File: src/design/serdes_ctrl_pkg.sv
// constants shared by the serdes reset and path select block
package serdes_ctrl_pkg;
    // three-level select pins arrive as two-bit level codes
    localparam logic [1:0] LEVEL_LOW  = 2'h0;
    localparam logic [1:0] LEVEL_MID  = 2'h1;
    localparam logic [1:0] LEVEL_HIGH = 2'h2;
    // pll rate range codes
    localparam logic [1:0] RANGE_195_400   = 2'h0;
    localparam logic [1:0] RANGE_400_800   = 2'h1;
    localparam logic [1:0] RANGE_800_1500  = 2'h2;
    // signal detect amplitude trip points, plain defaults
    localparam logic [7:0] SD_THRESH_LOW   = 8'h20;
    localparam logic [7:0] SD_THRESH_MID   = 8'h40;
    localparam logic [7:0] SD_THRESH_HIGH  = 8'h80;
    // settle time after device reset release, must stay below the limit
    localparam int         SETTLE_LIMIT    = 16;
    localparam logic [3:0] SETTLE_CYCLES   = 4'hA;
    // elasticity buffer pointers
    localparam int         EB_PTR_W        = 4;
    localparam logic [3:0] EB_NOMINAL_OFFSET = 4'h8;
    localparam logic [3:0] EB_READ_START   = 4'h0;
    // synchroniser width and bit positions of the pin bundle
    localparam int         SYNC_W          = 20;
    localparam int         P_DEV_RST       = 0;
    localparam int         P_LOOP          = 1;
    localparam int         P_SEL           = 2;
    localparam int         P_RATE          = 4;
    localparam int         P_HALF          = 6;
    localparam int         P_SD            = 7;
    localparam int         P_BOE           = 9;
    localparam int         P_OE_LE         = 13;
    localparam int         P_RX_LE         = 14;
    localparam int         P_BIST_LE       = 15;
    localparam int         P_PRI_IN        = 16;
    localparam int         P_SEC_IN        = 18;
    // reset values of the enable latches
    localparam logic [3:0] DRIVER_EN_RESET = 4'h0;
    localparam logic [1:0] RX_POWER_RESET  = 2'h0;
    localparam logic [3:0] BIST_EN_RESET   = 4'h0;
endpackage

File: src/design/pin_sync3.sv
// three-stage pin synchroniser with agreement filter
`timescale 1ns/1ps
`default_nettype none
module pin_sync3 #(
    parameter int W = 1
) (
    // clock and reset
    input  wire logic         clk,
    input  wire logic         reset_n,
    // pins and filtered result
    input  wire logic [W-1:0] d,
    output logic [W-1:0]      q
);
    logic [W-1:0] s1;
    logic [W-1:0] s2;
    logic [W-1:0] s3;
    logic [W-1:0] next_q;

    // s1 feeds only s2; a change counts once s2 and s3 agree
    genvar i;
    for (i = 0; i < W; i++) begin : g_bit
        always_comb begin
            next_q[i] = (s2[i] == s3[i]) ? s3[i] : q[i];
        end
    end

    always_ff @(posedge clk or negedge reset_n) begin
        if (!reset_n) begin
            s1 <= '0;
            s2 <= '0;
            s3 <= '0;
            q  <= '0;
        end else begin
            s1 <= d;
            s2 <= s1;
            s3 <= s2;
            q  <= next_q;
        end
    end
endmodule
`default_nettype wire

File: src/design/serdes_reset_and_path_select.sv
// rate decode, device reset, enable latches and receive path selection
`timescale 1ns/1ps
`default_nettype none
// Behaviour
// - rate select low/mid/high sets both plls to 195-400, 400-800, 800-1500 MBd
// - device reset low at clock edge initialises state, counters, buffer pointers
// - after reset release outputs become deterministic within under 16 cycles
// - device reset clears the bist, output enable and rx power latches
// - per channel, selector high picks primary input, low picks secondary
// - loopback feeds each channel's transmit data into its own receiver
// - loopback forces all serial drivers to one and ignores serial inputs
// - signal detect select picks one of three amplitude thresholds
// - device reset disables all serial output drivers until reloaded; loopback forces them to one, but only once the device is ready
// - device reset powers down both receive channels
module serdes_reset_and_path_select
    import serdes_ctrl_pkg::*;
(
    // clock and reset
    input  wire logic       clk,
    input  wire logic       reset_n,
    // static configuration pins
    input  wire logic [1:0] serial_rate_range_select,
    input  wire logic       half_rate_reference_clock_select,
    input  wire logic [1:0] signal_detect_level_select,
    input  wire logic       device_reset_n,
    // path control pins
    input  wire logic       all_port_loopback_enable,
    input  wire logic       rx_input_select_a,
    input  wire logic       rx_input_select_b,
    // enable latch pins
    input  wire logic [3:0] boe,
    input  wire logic       output_enable_latch_enable,
    input  wire logic       rx_power_latch_enable,
    input  wire logic       selftest_latch_enable,
    // serial inputs and transmit data
    input  wire logic       primary_serial_in_a,
    input  wire logic       primary_serial_in_b,
    input  wire logic       secondary_serial_in_a,
    input  wire logic       secondary_serial_in_b,
    input  wire logic [1:0] tx_serial,
    // configuration results
    output logic [1:0]      pll_rate_range,
    output logic            config_invalid,
    output logic [7:0]      sd_threshold,
    // enable latches
    output logic [3:0]      serial_driver_enable,
    output logic [1:0]      rx_channel_power,
    output logic [3:0]      bist_enable,
    // status
    output logic            device_ready,
    output logic [3:0]      eb_write_ptr,
    output logic [3:0]      eb_read_ptr,
    // data path
    output logic [1:0]      cdr_in,
    output logic            primary_serial_out_a,
    output logic            primary_serial_out_b,
    output logic            secondary_serial_out_a,
    output logic            secondary_serial_out_b
);
    typedef enum logic [1:0] {ST_RESET, ST_SETTLE, ST_RUN} dev_state_e;

    logic [SYNC_W-1:0] pins;
    logic [SYNC_W-1:0] pins_s;
    logic              dev_rst;
    logic              loop_s;
    logic [1:0]        sel_s;
    logic [1:0]        pri_s;
    logic [1:0]        sec_s;
    logic [1:0]        rate_s;
    logic [1:0]        sd_s;

    dev_state_e state;
    dev_state_e next_state;
    logic [3:0] settle_cnt;
    logic [3:0] next_settle_cnt;
    logic [1:0] next_pll_rate_range;
    logic       next_config_invalid;
    logic [7:0] next_sd_threshold;
    logic [3:0] next_serial_driver_enable;
    logic [1:0] next_rx_channel_power;
    logic [3:0] next_bist_enable;
    logic       next_device_ready;
    logic [3:0] next_eb_write_ptr;
    logic [3:0] next_eb_read_ptr;
    logic [1:0] next_cdr_in;
    logic [1:0] out_pri;
    logic [1:0] out_sec;
    logic [1:0] next_out_pri;
    logic [1:0] next_out_sec;

    assign pins = {secondary_serial_in_b, secondary_serial_in_a,
                   primary_serial_in_b, primary_serial_in_a,
                   selftest_latch_enable, rx_power_latch_enable,
                   output_enable_latch_enable, boe,
                   signal_detect_level_select, half_rate_reference_clock_select,
                   serial_rate_range_select, rx_input_select_b,
                   rx_input_select_a, all_port_loopback_enable, device_reset_n};

    // every pin but tx_serial crosses in; avoids metastable path switching
    pin_sync3 #(.W(SYNC_W)) u_sync (
        .clk     (clk),
        .reset_n (reset_n),
        .d       (pins),
        .q       (pins_s)
    );

    // synchroniser resets to zero, so device reset reads active until pins settle
    assign dev_rst = !pins_s[P_DEV_RST];
    assign loop_s  = pins_s[P_LOOP];
    assign sel_s   = pins_s[P_SEL +: 2];
    assign rate_s  = pins_s[P_RATE +: 2];
    assign sd_s    = pins_s[P_SD +: 2];
    assign pri_s   = pins_s[P_PRI_IN +: 2];
    assign sec_s   = pins_s[P_SEC_IN +: 2];

    always_comb begin
        // rate decode; unused level code falls back to mid
        case (rate_s)
            LEVEL_LOW:  next_pll_rate_range = RANGE_195_400;
            LEVEL_HIGH: next_pll_rate_range = RANGE_800_1500;
            default:    next_pll_rate_range = RANGE_400_800;
        endcase
        // flagged only; the host owns this combination
        next_config_invalid = (rate_s == LEVEL_LOW) && pins_s[P_HALF];
        case (sd_s)
            LEVEL_LOW:  next_sd_threshold = SD_THRESH_LOW;
            LEVEL_HIGH: next_sd_threshold = SD_THRESH_HIGH;
            default:    next_sd_threshold = SD_THRESH_MID;
        endcase
    end

    always_comb begin
        next_state                = state;
        next_settle_cnt           = settle_cnt;
        next_serial_driver_enable = serial_driver_enable;
        next_rx_channel_power     = rx_channel_power;
        next_bist_enable          = bist_enable;
        next_eb_write_ptr         = eb_write_ptr + 4'h1;
        next_eb_read_ptr          = eb_read_ptr + 4'h1;
        if (dev_rst) begin
            next_state                = ST_RESET;
            next_settle_cnt           = 4'h0;
            next_eb_write_ptr         = EB_NOMINAL_OFFSET;
            next_eb_read_ptr          = EB_READ_START;
            next_serial_driver_enable = DRIVER_EN_RESET;
            next_rx_channel_power     = RX_POWER_RESET;
            next_bist_enable          = BIST_EN_RESET;
        end else begin
            // latches follow boe while their enable is high, hold when low
            if (pins_s[P_OE_LE])
                next_serial_driver_enable = pins_s[P_BOE +: 4];
            if (pins_s[P_RX_LE])
                next_rx_channel_power = pins_s[P_BOE +: 2];
            // boe low selects bist, so the enable is inverted
            if (pins_s[P_BIST_LE])
                next_bist_enable = ~pins_s[P_BOE +: 4];
            case (state)
                ST_RESET: begin
                    next_state = ST_SETTLE;
                end
                ST_SETTLE: begin
                    next_settle_cnt = settle_cnt + 4'h1;
                    if (settle_cnt == SETTLE_CYCLES)
                        next_state = ST_RUN;
                end
                ST_RUN: begin
                    next_state = ST_RUN;
                end
                default: begin
                    next_state = ST_RESET;
                end
            endcase
        end
        next_device_ready = (next_state == ST_RUN);
    end

    // per-channel receive selection and driver levels
    genvar ch;
    for (ch = 0; ch < 2; ch++) begin : g_chan
        always_comb begin
            next_cdr_in[ch]  = 1'b0;
            next_out_pri[ch] = 1'b0;
            next_out_sec[ch] = 1'b0;
            if (next_device_ready) begin
                if (loop_s) begin
                    next_cdr_in[ch]  = tx_serial[ch];
                    next_out_pri[ch] = 1'b1;
                    next_out_sec[ch] = 1'b1;
                end else begin
                    next_cdr_in[ch]  = sel_s[ch] ? pri_s[ch] : sec_s[ch];
                    next_out_pri[ch] = tx_serial[ch] & next_serial_driver_enable[2*ch];
                    next_out_sec[ch] = tx_serial[ch] & next_serial_driver_enable[2*ch+1];
                end
            end
        end
    end

    always_ff @(posedge clk or negedge reset_n) begin
        if (!reset_n) begin
            state                <= ST_RESET;
            settle_cnt           <= 4'h0;
            pll_rate_range       <= RANGE_195_400;
            config_invalid       <= 1'b0;
            sd_threshold         <= SD_THRESH_LOW;
            serial_driver_enable <= DRIVER_EN_RESET;
            rx_channel_power     <= RX_POWER_RESET;
            bist_enable          <= BIST_EN_RESET;
            device_ready         <= 1'b0;
            eb_write_ptr         <= EB_NOMINAL_OFFSET;
            eb_read_ptr          <= EB_READ_START;
            cdr_in               <= 2'h0;
            out_pri              <= 2'h0;
            out_sec              <= 2'h0;
        end else begin
            state                <= next_state;
            settle_cnt           <= next_settle_cnt;
            pll_rate_range       <= next_pll_rate_range;
            config_invalid       <= next_config_invalid;
            sd_threshold         <= next_sd_threshold;
            serial_driver_enable <= next_serial_driver_enable;
            rx_channel_power     <= next_rx_channel_power;
            bist_enable          <= next_bist_enable;
            device_ready         <= next_device_ready;
            eb_write_ptr         <= next_eb_write_ptr;
            eb_read_ptr          <= next_eb_read_ptr;
            cdr_in               <= next_cdr_in;
            out_pri              <= next_out_pri;
            out_sec              <= next_out_sec;
        end
    end

    assign primary_serial_out_a   = out_pri[0];
    assign primary_serial_out_b   = out_pri[1];
    assign secondary_serial_out_a = out_sec[0];
    assign secondary_serial_out_b = out_sec[1];

    // checks
    property p_rate_low;
        @(posedge clk) disable iff (!reset_n)
        (rate_s == LEVEL_LOW) |=> (pll_rate_range == RANGE_195_400);
    endproperty
    a_rate_low: assert property (p_rate_low) else $error("rate low not decoded");

    property p_invalid;
        @(posedge clk) disable iff (!reset_n)
        (rate_s == LEVEL_LOW && pins_s[P_HALF]) |=> config_invalid;
    endproperty
    a_invalid: assert property (p_invalid) else $error("invalid config not flagged");

    property p_reset_init;
        @(posedge clk) disable iff (!reset_n)
        dev_rst |=> (state == ST_RESET && eb_write_ptr == EB_NOMINAL_OFFSET
                     && eb_read_ptr == EB_READ_START && !device_ready);
    endproperty
    a_reset_init: assert property (p_reset_init) else $error("reset init wrong");

    property p_settle;
        @(posedge clk) disable iff (!reset_n)
        (!dev_rst && $past(dev_rst)) ##1 (!dev_rst) [*8] |-> ##[1:6] device_ready;
    endproperty
    a_settle: assert property (p_settle) else $error("outputs not settled in time");

    property p_bist_clear;
        @(posedge clk) disable iff (!reset_n)
        dev_rst |=> (bist_enable == BIST_EN_RESET);
    endproperty
    a_bist_clear: assert property (p_bist_clear) else $error("bist latch not cleared");

    property p_oe_clear;
        @(posedge clk) disable iff (!reset_n)
        dev_rst |=> (serial_driver_enable == DRIVER_EN_RESET && out_pri == 2'h0
                     && out_sec == 2'h0);
    endproperty
    a_oe_clear: assert property (p_oe_clear) else $error("drivers not disabled");

    property p_rx_clear;
        @(posedge clk) disable iff (!reset_n)
        dev_rst |=> (rx_channel_power == RX_POWER_RESET);
    endproperty
    a_rx_clear: assert property (p_rx_clear) else $error("rx power not cleared");

    property p_select;
        @(posedge clk) disable iff (!reset_n)
        (next_device_ready && !loop_s)
            |=> (cdr_in[0] == ($past(sel_s[0]) ? $past(pri_s[0]) : $past(sec_s[0])));
    endproperty
    a_select: assert property (p_select) else $error("wrong input selected");

    property p_loop_route;
        @(posedge clk) disable iff (!reset_n)
        (next_device_ready && loop_s) |=> (cdr_in == $past(tx_serial));
    endproperty
    a_loop_route: assert property (p_loop_route) else $error("loopback not routed");

    property p_loop_force;
        @(posedge clk) disable iff (!reset_n)
        (next_device_ready && loop_s) |=> (out_pri == 2'h3 && out_sec == 2'h3);
    endproperty
    a_loop_force: assert property (p_loop_force) else $error("drivers not forced high");

    property p_sd_mid;
        @(posedge clk) disable iff (!reset_n)
        (sd_s == LEVEL_MID) |=> (sd_threshold == SD_THRESH_MID);
    endproperty
    a_sd_mid: assert property (p_sd_mid) else $error("sd threshold wrong");

    c_ready: cover property (@(posedge clk) disable iff (!reset_n) $rose(device_ready));
    c_loop: cover property (@(posedge clk) disable iff (!reset_n) device_ready && loop_s);
    c_invalid: cover property (@(posedge clk) disable iff (!reset_n) config_invalid);
    c_secondary: cover property (@(posedge clk) disable iff (!reset_n)
        device_ready && !loop_s && !sel_s[1]);
endmodule
`default_nettype wire

File: config.mk
export PLATFORM = sky130hd
export DESIGN_NAME = serdes_reset_and_path_select
export DESIGN_NICKNAME = d
export VERILOG_FILES = /design/src/design/serdes_ctrl_pkg.sv /design/src/design/pin_sync3.sv /design/src/design/serdes_reset_and_path_select.sv
export SDC_FILE = /design/constraint.sdc
export NUM_CORES = 1
export LEC_CHECK = 0
export ABC_AREA = 1
export ABC_CLOCK_PERIOD_IN_PS = 2650
export BUFFER_PORTS_ARGS = -buffer_cell sky130_fd_sc_hd__buf_2
export CAP_MARGIN = 20
export CORE_AREA = 2 2 83 85
export DETAILED_ROUTE_END_ITERATION = 16
export DIE_AREA = 0 0 85 87
export MAX_ROUTING_LAYER = met4
export PLACE_DENSITY = 0.81
export SYNTH_ARGS = -nofsm -noshare
export SYNTH_HDL_FRONTEND = slang
export SYNTH_SLANG_ARGS = --single-unit
File: constraint.sdc
create_clock -name clk -period 2.65 [get_ports clk]
set_input_delay 0.53 -clock clk [delete_from_list [all_inputs] [get_ports clk]]
set_output_delay 0.53 -clock clk [all_outputs]
set_load 0.02 [all_outputs]
# Word-level counts from Yosys, hierarchy flattened
# Index checks and enable logic that the tools add are counted.
# W data, S select, Z words.
[totals] register_bits=122 in_bits=24 out_inout_bits=36 word_cells=107
[classes] n_addsub=3 n_eq_ne=29 muxes=29 bitwise_logic=5 n_reduce_logical=4
[ops] operator="$mux W4" count=8
[ops] operator="$eq A1 B1 Y1" count=20
[ops] operator="$pmux W8 S2" count=1
[ops] operator="$mux W1" count=14
[ops] operator="$add A4 B1 Y4 const B" count=3
[ops] operator="$eq A2 B2 Y1 const B" count=4
[ops] operator="$mux W2" count=4
[ops] operator="$logic_not A2 Y1" count=3
[ops] operator="$pmux W2 S3" count=1
[ops] operator="$and A1 B1 Y1" count=4
[ops] operator="$eq A4 B4 Y1 const B" count=1
[ops] operator="$ne A2 B1 Y1 const B" count=2
[ops] operator="$not A4 Y4" count=1
[ops] operator="$pmux W2 S2" count=1
[ops] operator="$eq A2 B1 Y1 const B" count=1
[ops] operator="$ne A2 B2 Y1 const B" count=1
[ops] operator="$logic_and A1 B1 Y1" count=1

# Logic depth before layout (Yosys ltp)
[logic_depth] ltp_word=6 ltp_mapped=8

# Modules after synthesis
# From an unflattened synthesis, not the netlist that was laid out.
[unflattened] cells_unflattened=319 area_unflattened_um2=3892.5
[by_module_without_submodules] mod="pin_sync3" instances=1 cells_each=160 area_each_um2=2327.2
[by_module_without_submodules] mod="serdes_reset_and_path_select" instances=1 cells_each=159 area_each_um2=1565.3

# Worst setup path after synthesis
# OpenSTA, ideal clock, no wires.
[synth_timing] kind="flip-flop to flip-flop" from="register settle_cnt[0]" to="register cdr_in[0]" setup_ns=0.078 t_arrival_ns=1.023 t_required_ns=2.572 path_slack_ns=1.549 stages_incl_launch_ff=9 path_buffers=0 synth_period_minus_slack_ns=1.101 path_cell_list="dfrtp_1 > inv_1 > ha_1 > nand2_1 > inv_1 > nand2_1 > nand2_1 > nand2_1 > a21oi_1"
[synth_between] elab_chain_cells=6
[synth_rtl] item="from (decl)" line_no="serdes_reset_and_path_select.sv:74" text="logic [3:0] settle_cnt;"
[synth_rtl] item="from (signal assigned)" line_no="serdes_reset_and_path_select.sv:216" text="settle_cnt <= next_settle_cnt;"
[synth_rtl] item="$eq A4 B4 Y1" line_no="serdes_reset_and_path_select.sv:163" text="if (settle_cnt == SETTLE_CYCLES)"
[synth_rtl] item="$mux W2" line_no="serdes_reset_and_path_select.sv:163"
[synth_rtl] item="$pmux W2 S3" line_no="serdes_reset_and_path_select.sv:157" text="case (state)"
[synth_rtl] item="$mux W2" line_no="serdes_reset_and_path_select.sv:140" text="if (dev_rst) begin"
[synth_rtl] item="$eq A2 B2 Y1" line_no="serdes_reset_and_path_select.sv:174" text="next_device_ready = (next_state == ST_RUN);"
[synth_rtl] item="$mux W1" line_no="serdes_reset_and_path_select.sv:184" text="if (next_device_ready) begin"
[synth_rtl] item="net next_cdr_in[0]" line_no="serdes_reset_and_path_select.sv:85" text="logic [1:0] next_cdr_in;"
[synth_rtl] item="to (signal assigned)" line_no="serdes_reset_and_path_select.sv:226" text="cdr_in <= next_cdr_in;"
[synth_rtl] item="to (decl)" line_no="serdes_reset_and_path_select.sv:54" text="output logic [1:0] cdr_in,"
# The timed path passes the listed nets, and every way through them passes these cells.
# A chain may end at the register's enable or synchronous reset.

# Final worst setup path
[layout_timing] from="register eb_write_ptr[3]" to="output eb_write_ptr[3]"
[layout_rtl] item="from (decl)" line_no="serdes_reset_and_path_select.sv:51" text="output logic [3:0] eb_write_ptr,"
[layout_rtl] item="from (signal assigned)" line_no="serdes_reset_and_path_select.sv:224" text="eb_write_ptr <= next_eb_write_ptr;"
# No word-level cell between the ends.

==> run summary <==
Hold crit path type: in2reg
Vias in the first global route: 2073
Final Slew Violations: 0
Initial core utilization: 57.0%
Critical path's top delay family: flip-flops
Crit path depth: 1
Worst-path cell chain: buf_2
Max cap viols: 0
Nets: 360
Initial drt markers: 193
Reg area: 2930 um^2
Routability congestion estimate: 0.824
Layout cells sized above 1: 26.4%
Final Util: 71.7%
Clock buffer depth: 2
Fin cells: 425
PwrDens: 979 nW/um^2
Hold buffer count at cts: 1
First-pass DRT Iterations: 5
Seq/Total Area, Yosys: 78.2%
Worst-path fanout max: 3
Die area: 7400 um^2
Area delta synth->final: 25.8%
Post-CTS setup buffer count: 0
Overall power: 0.00461 W
Post-Synthesis Cell Area: 3750 um^2
Drt total wl: 6350 um
Post-CTS resize count: 0
Tcrit/Tclk final: 65.4%
Setup Viol. Count Final: 0
Number of vias per cell: 5.00
Post-route cell area: 4710 um^2
Worst Clk Skew: 0.0104 ns
Deepest level of the CTS H-tree: 4
Critical Path RT: 2.12 ns
CTS buffer count: 17
CP Capture Type: primary output
Reg-to-reg slack, setup: 1.12 ns
Leakage power: 2.34 nW
Slew @ Worst Pin: 0.640 ns
Syn Inst Count: 262
Clock network latency to the later pin of the worst-skew pair: 0.51 ns
Top FF cell, synth: dfrtp_1
Max Clk Rate: 577 MHz
Io pins: 60
Largest net degree at the start of global routing: 58
ANT nets after route: 0
Yosys warns: 0
FFs w/ async S/R, synth: 100%
Worst Path Buf+Inv: 1
Crit-path slowest cell: dfstp_2
Via count: 2127
Routed wire length per instance: 14.9 um
CTS tree: done
Die height: 87 um
Critical path class: reg2out
Global Route Usage Sum: 19.7%
First-pass GRT wire length: 10200 um
Worst r2r path cells: 4
Post-synth EDFFs: 0
Die Span X: 85 um
Worst-path clk slew: 0.06 ns
Detail Placement HPWL: 3570 um
Placed cells: 392
Minimum clock period: 1.73 ns
Drt drc: 0
Post-route setup TNS: 0 ns
Antenna violations before repair: 0
Overflow after GRT: 0
Startpoint types: register
Final hold viol count: 0
Status: complete, no violations
Reg2reg start: u_sync.q[0]$_DFFE_PN0N_
Peak per-stage delay on the critical path: 0.54 ns
Maximum VDD drop: 0.000864 V
CP endpoint: eb_write_ptr[3]
Synth Register Bits: 117
Core footprint: 6570 um^2
Clock tree sinks: 117
Netlist cell types: 21
Root Buffer: clkbuf_8
Footprint of the multi-input gates: 666 um^2
RSZ-0062 raised after global routing: no
Worst rel slew slack: 57.3%
Port Buffer Count: 54
Synth Area per Inst: 14.3 um^2
Cell Area, Placed: 4090 um^2
CP arrival: 1.20 ns
Worst setup startpoint: eb_write_ptr[3]$_DFF_PN1_
Num rows: 30
Reg2Reg Capture Point: cdr_in[0]$_DFF_PN0_
Diodes inserted: 0
Fillcell total: 412
==> cell usage in the layout, fill, tap and decap left out, types with 3 or more instances in the layout <==
master,count
a21oi_1,16
buf_2,53
bufinv_16,4
clkbuf_16,16
clkinv_2,3
clkinv_4,3
conb_1,5
dfrtp_1,115
ha_1,4
inv_1,23
maj3_1,20
nand2_1,31
nand3_1,11
nor2_1,12
o21ai_0,6
o22ai_1,5
==> synthesized netlist by cell type (2+ instances only) <==
library cell	count	area, um^2
dfrtp_1	115	2880
nand2_1	31	116
inv_1	23	86.3
maj3_1	20	200
a21oi_1	16	80.1
nor2_1	12	45.0
nand3_1	11	55.1
o21ai_0	6	30.0
buf_4	5	37.5
o22ai_1	5	31.3
ha_1	4	50.1
buf_6	2	22.5
clkbuf_1	2	7.51
dfstp_2	2	52.6
o211ai_1	2	15.0
==> through the flow <==
stage	setup WS, ns	hold slack [ns]
after floorplan	1.55	0.234
after global placement	1.27	0.331
after detailed placement	1.21	0.335
after CTS	0.895	0.104
after global routing	0.873	0.0935
final	0.916	0.127
==> area by class of cell <==
class | instances | share of cell area, %
tap | 80 | 2.12
clock inverter | 12 | 3.77
multi-input combinational | 115 | 14.1
sequential | 117 | 62.2
inverter | 24 | 1.96
clock buffer | 20 | 9.24
timing repair buffer | 57 | 6.59
==> report_power, final <==
part / switching, W / internal (W)
combinational: 0.000182 / 0.000102
sequential: 0.0000915 / 0.00191
clock: 0.000775 / 0.00155
==> per-layer routing <==
| metal | part of all wire [%] | up-vias | track usage [%] |
|---|---|---|---|
| met5 | 0 | - | - |
| met4 | 1.1 | 0 | 6.93 |
| met3 | 6.0 | 7 | 9.76 |
| met2 | 50 | 81 | 28.1 |
| met1 | 43 | 1060 | 24.6 |
| li1 | - | 979 | - |
==> kinds of logic (layout without fill, tap and decap cells) <==
kind of cell	Yosys count	in the layout	share of synthesized area, %
and+or+nand+nor	56	56	6.18
adders and majority gates	24	24	6.68
other	1	5	0.100
AOI/OAI and AO/OA	29	29	4.18
xor gates and xnor gates	1	1	0.234
buffers and inverters	34	113	4.41
DFF	117	117	78.2
==> worst min path at each step <==
stage / start / endpoint / cells after the start / slack (ns)
floorplan: reset_n / bist_enable[0]$_DFFE_PN0P_ / 0 / 0.23
global placement: u_sync.s1[6]$_DFF_PN0_ / u_sync.s2[6]$_DFF_PN0_ / 0 / 0.33
detailed placement: u_sync.s1[15]$_DFF_PN0_ / u_sync.s2[15]$_DFF_PN0_ / 0 / 0.33
CTS: signal_detect_level_select[0] / u_sync.s1[7]$_DFF_PN0_ / 1 / 0.10
global route: serial_rate_range_select[1] / u_sync.s1[5]$_DFF_PN0_ / 1 / 0.09
finish: signal_detect_level_select[0] / u_sync.s1[7]$_DFF_PN0_ / 1 / 0.13
==> state kept, by name, indices dropped and copies added (netlist names), 4 cells and up <==
| register | cells |
|---|---|
| bist_enable | 4 |
| eb_read_ptr | 4 |
| eb_write_ptr | 4 |
| serial_driver_enable | 4 |
| settle_cnt | 4 |
| u_sync.q | 20 |
| u_sync.s1 | 20 |
| u_sync.s2 | 20 |
| u_sync.s3 | 20 |
Note: power is estimated with default switching activity, not from simulation.
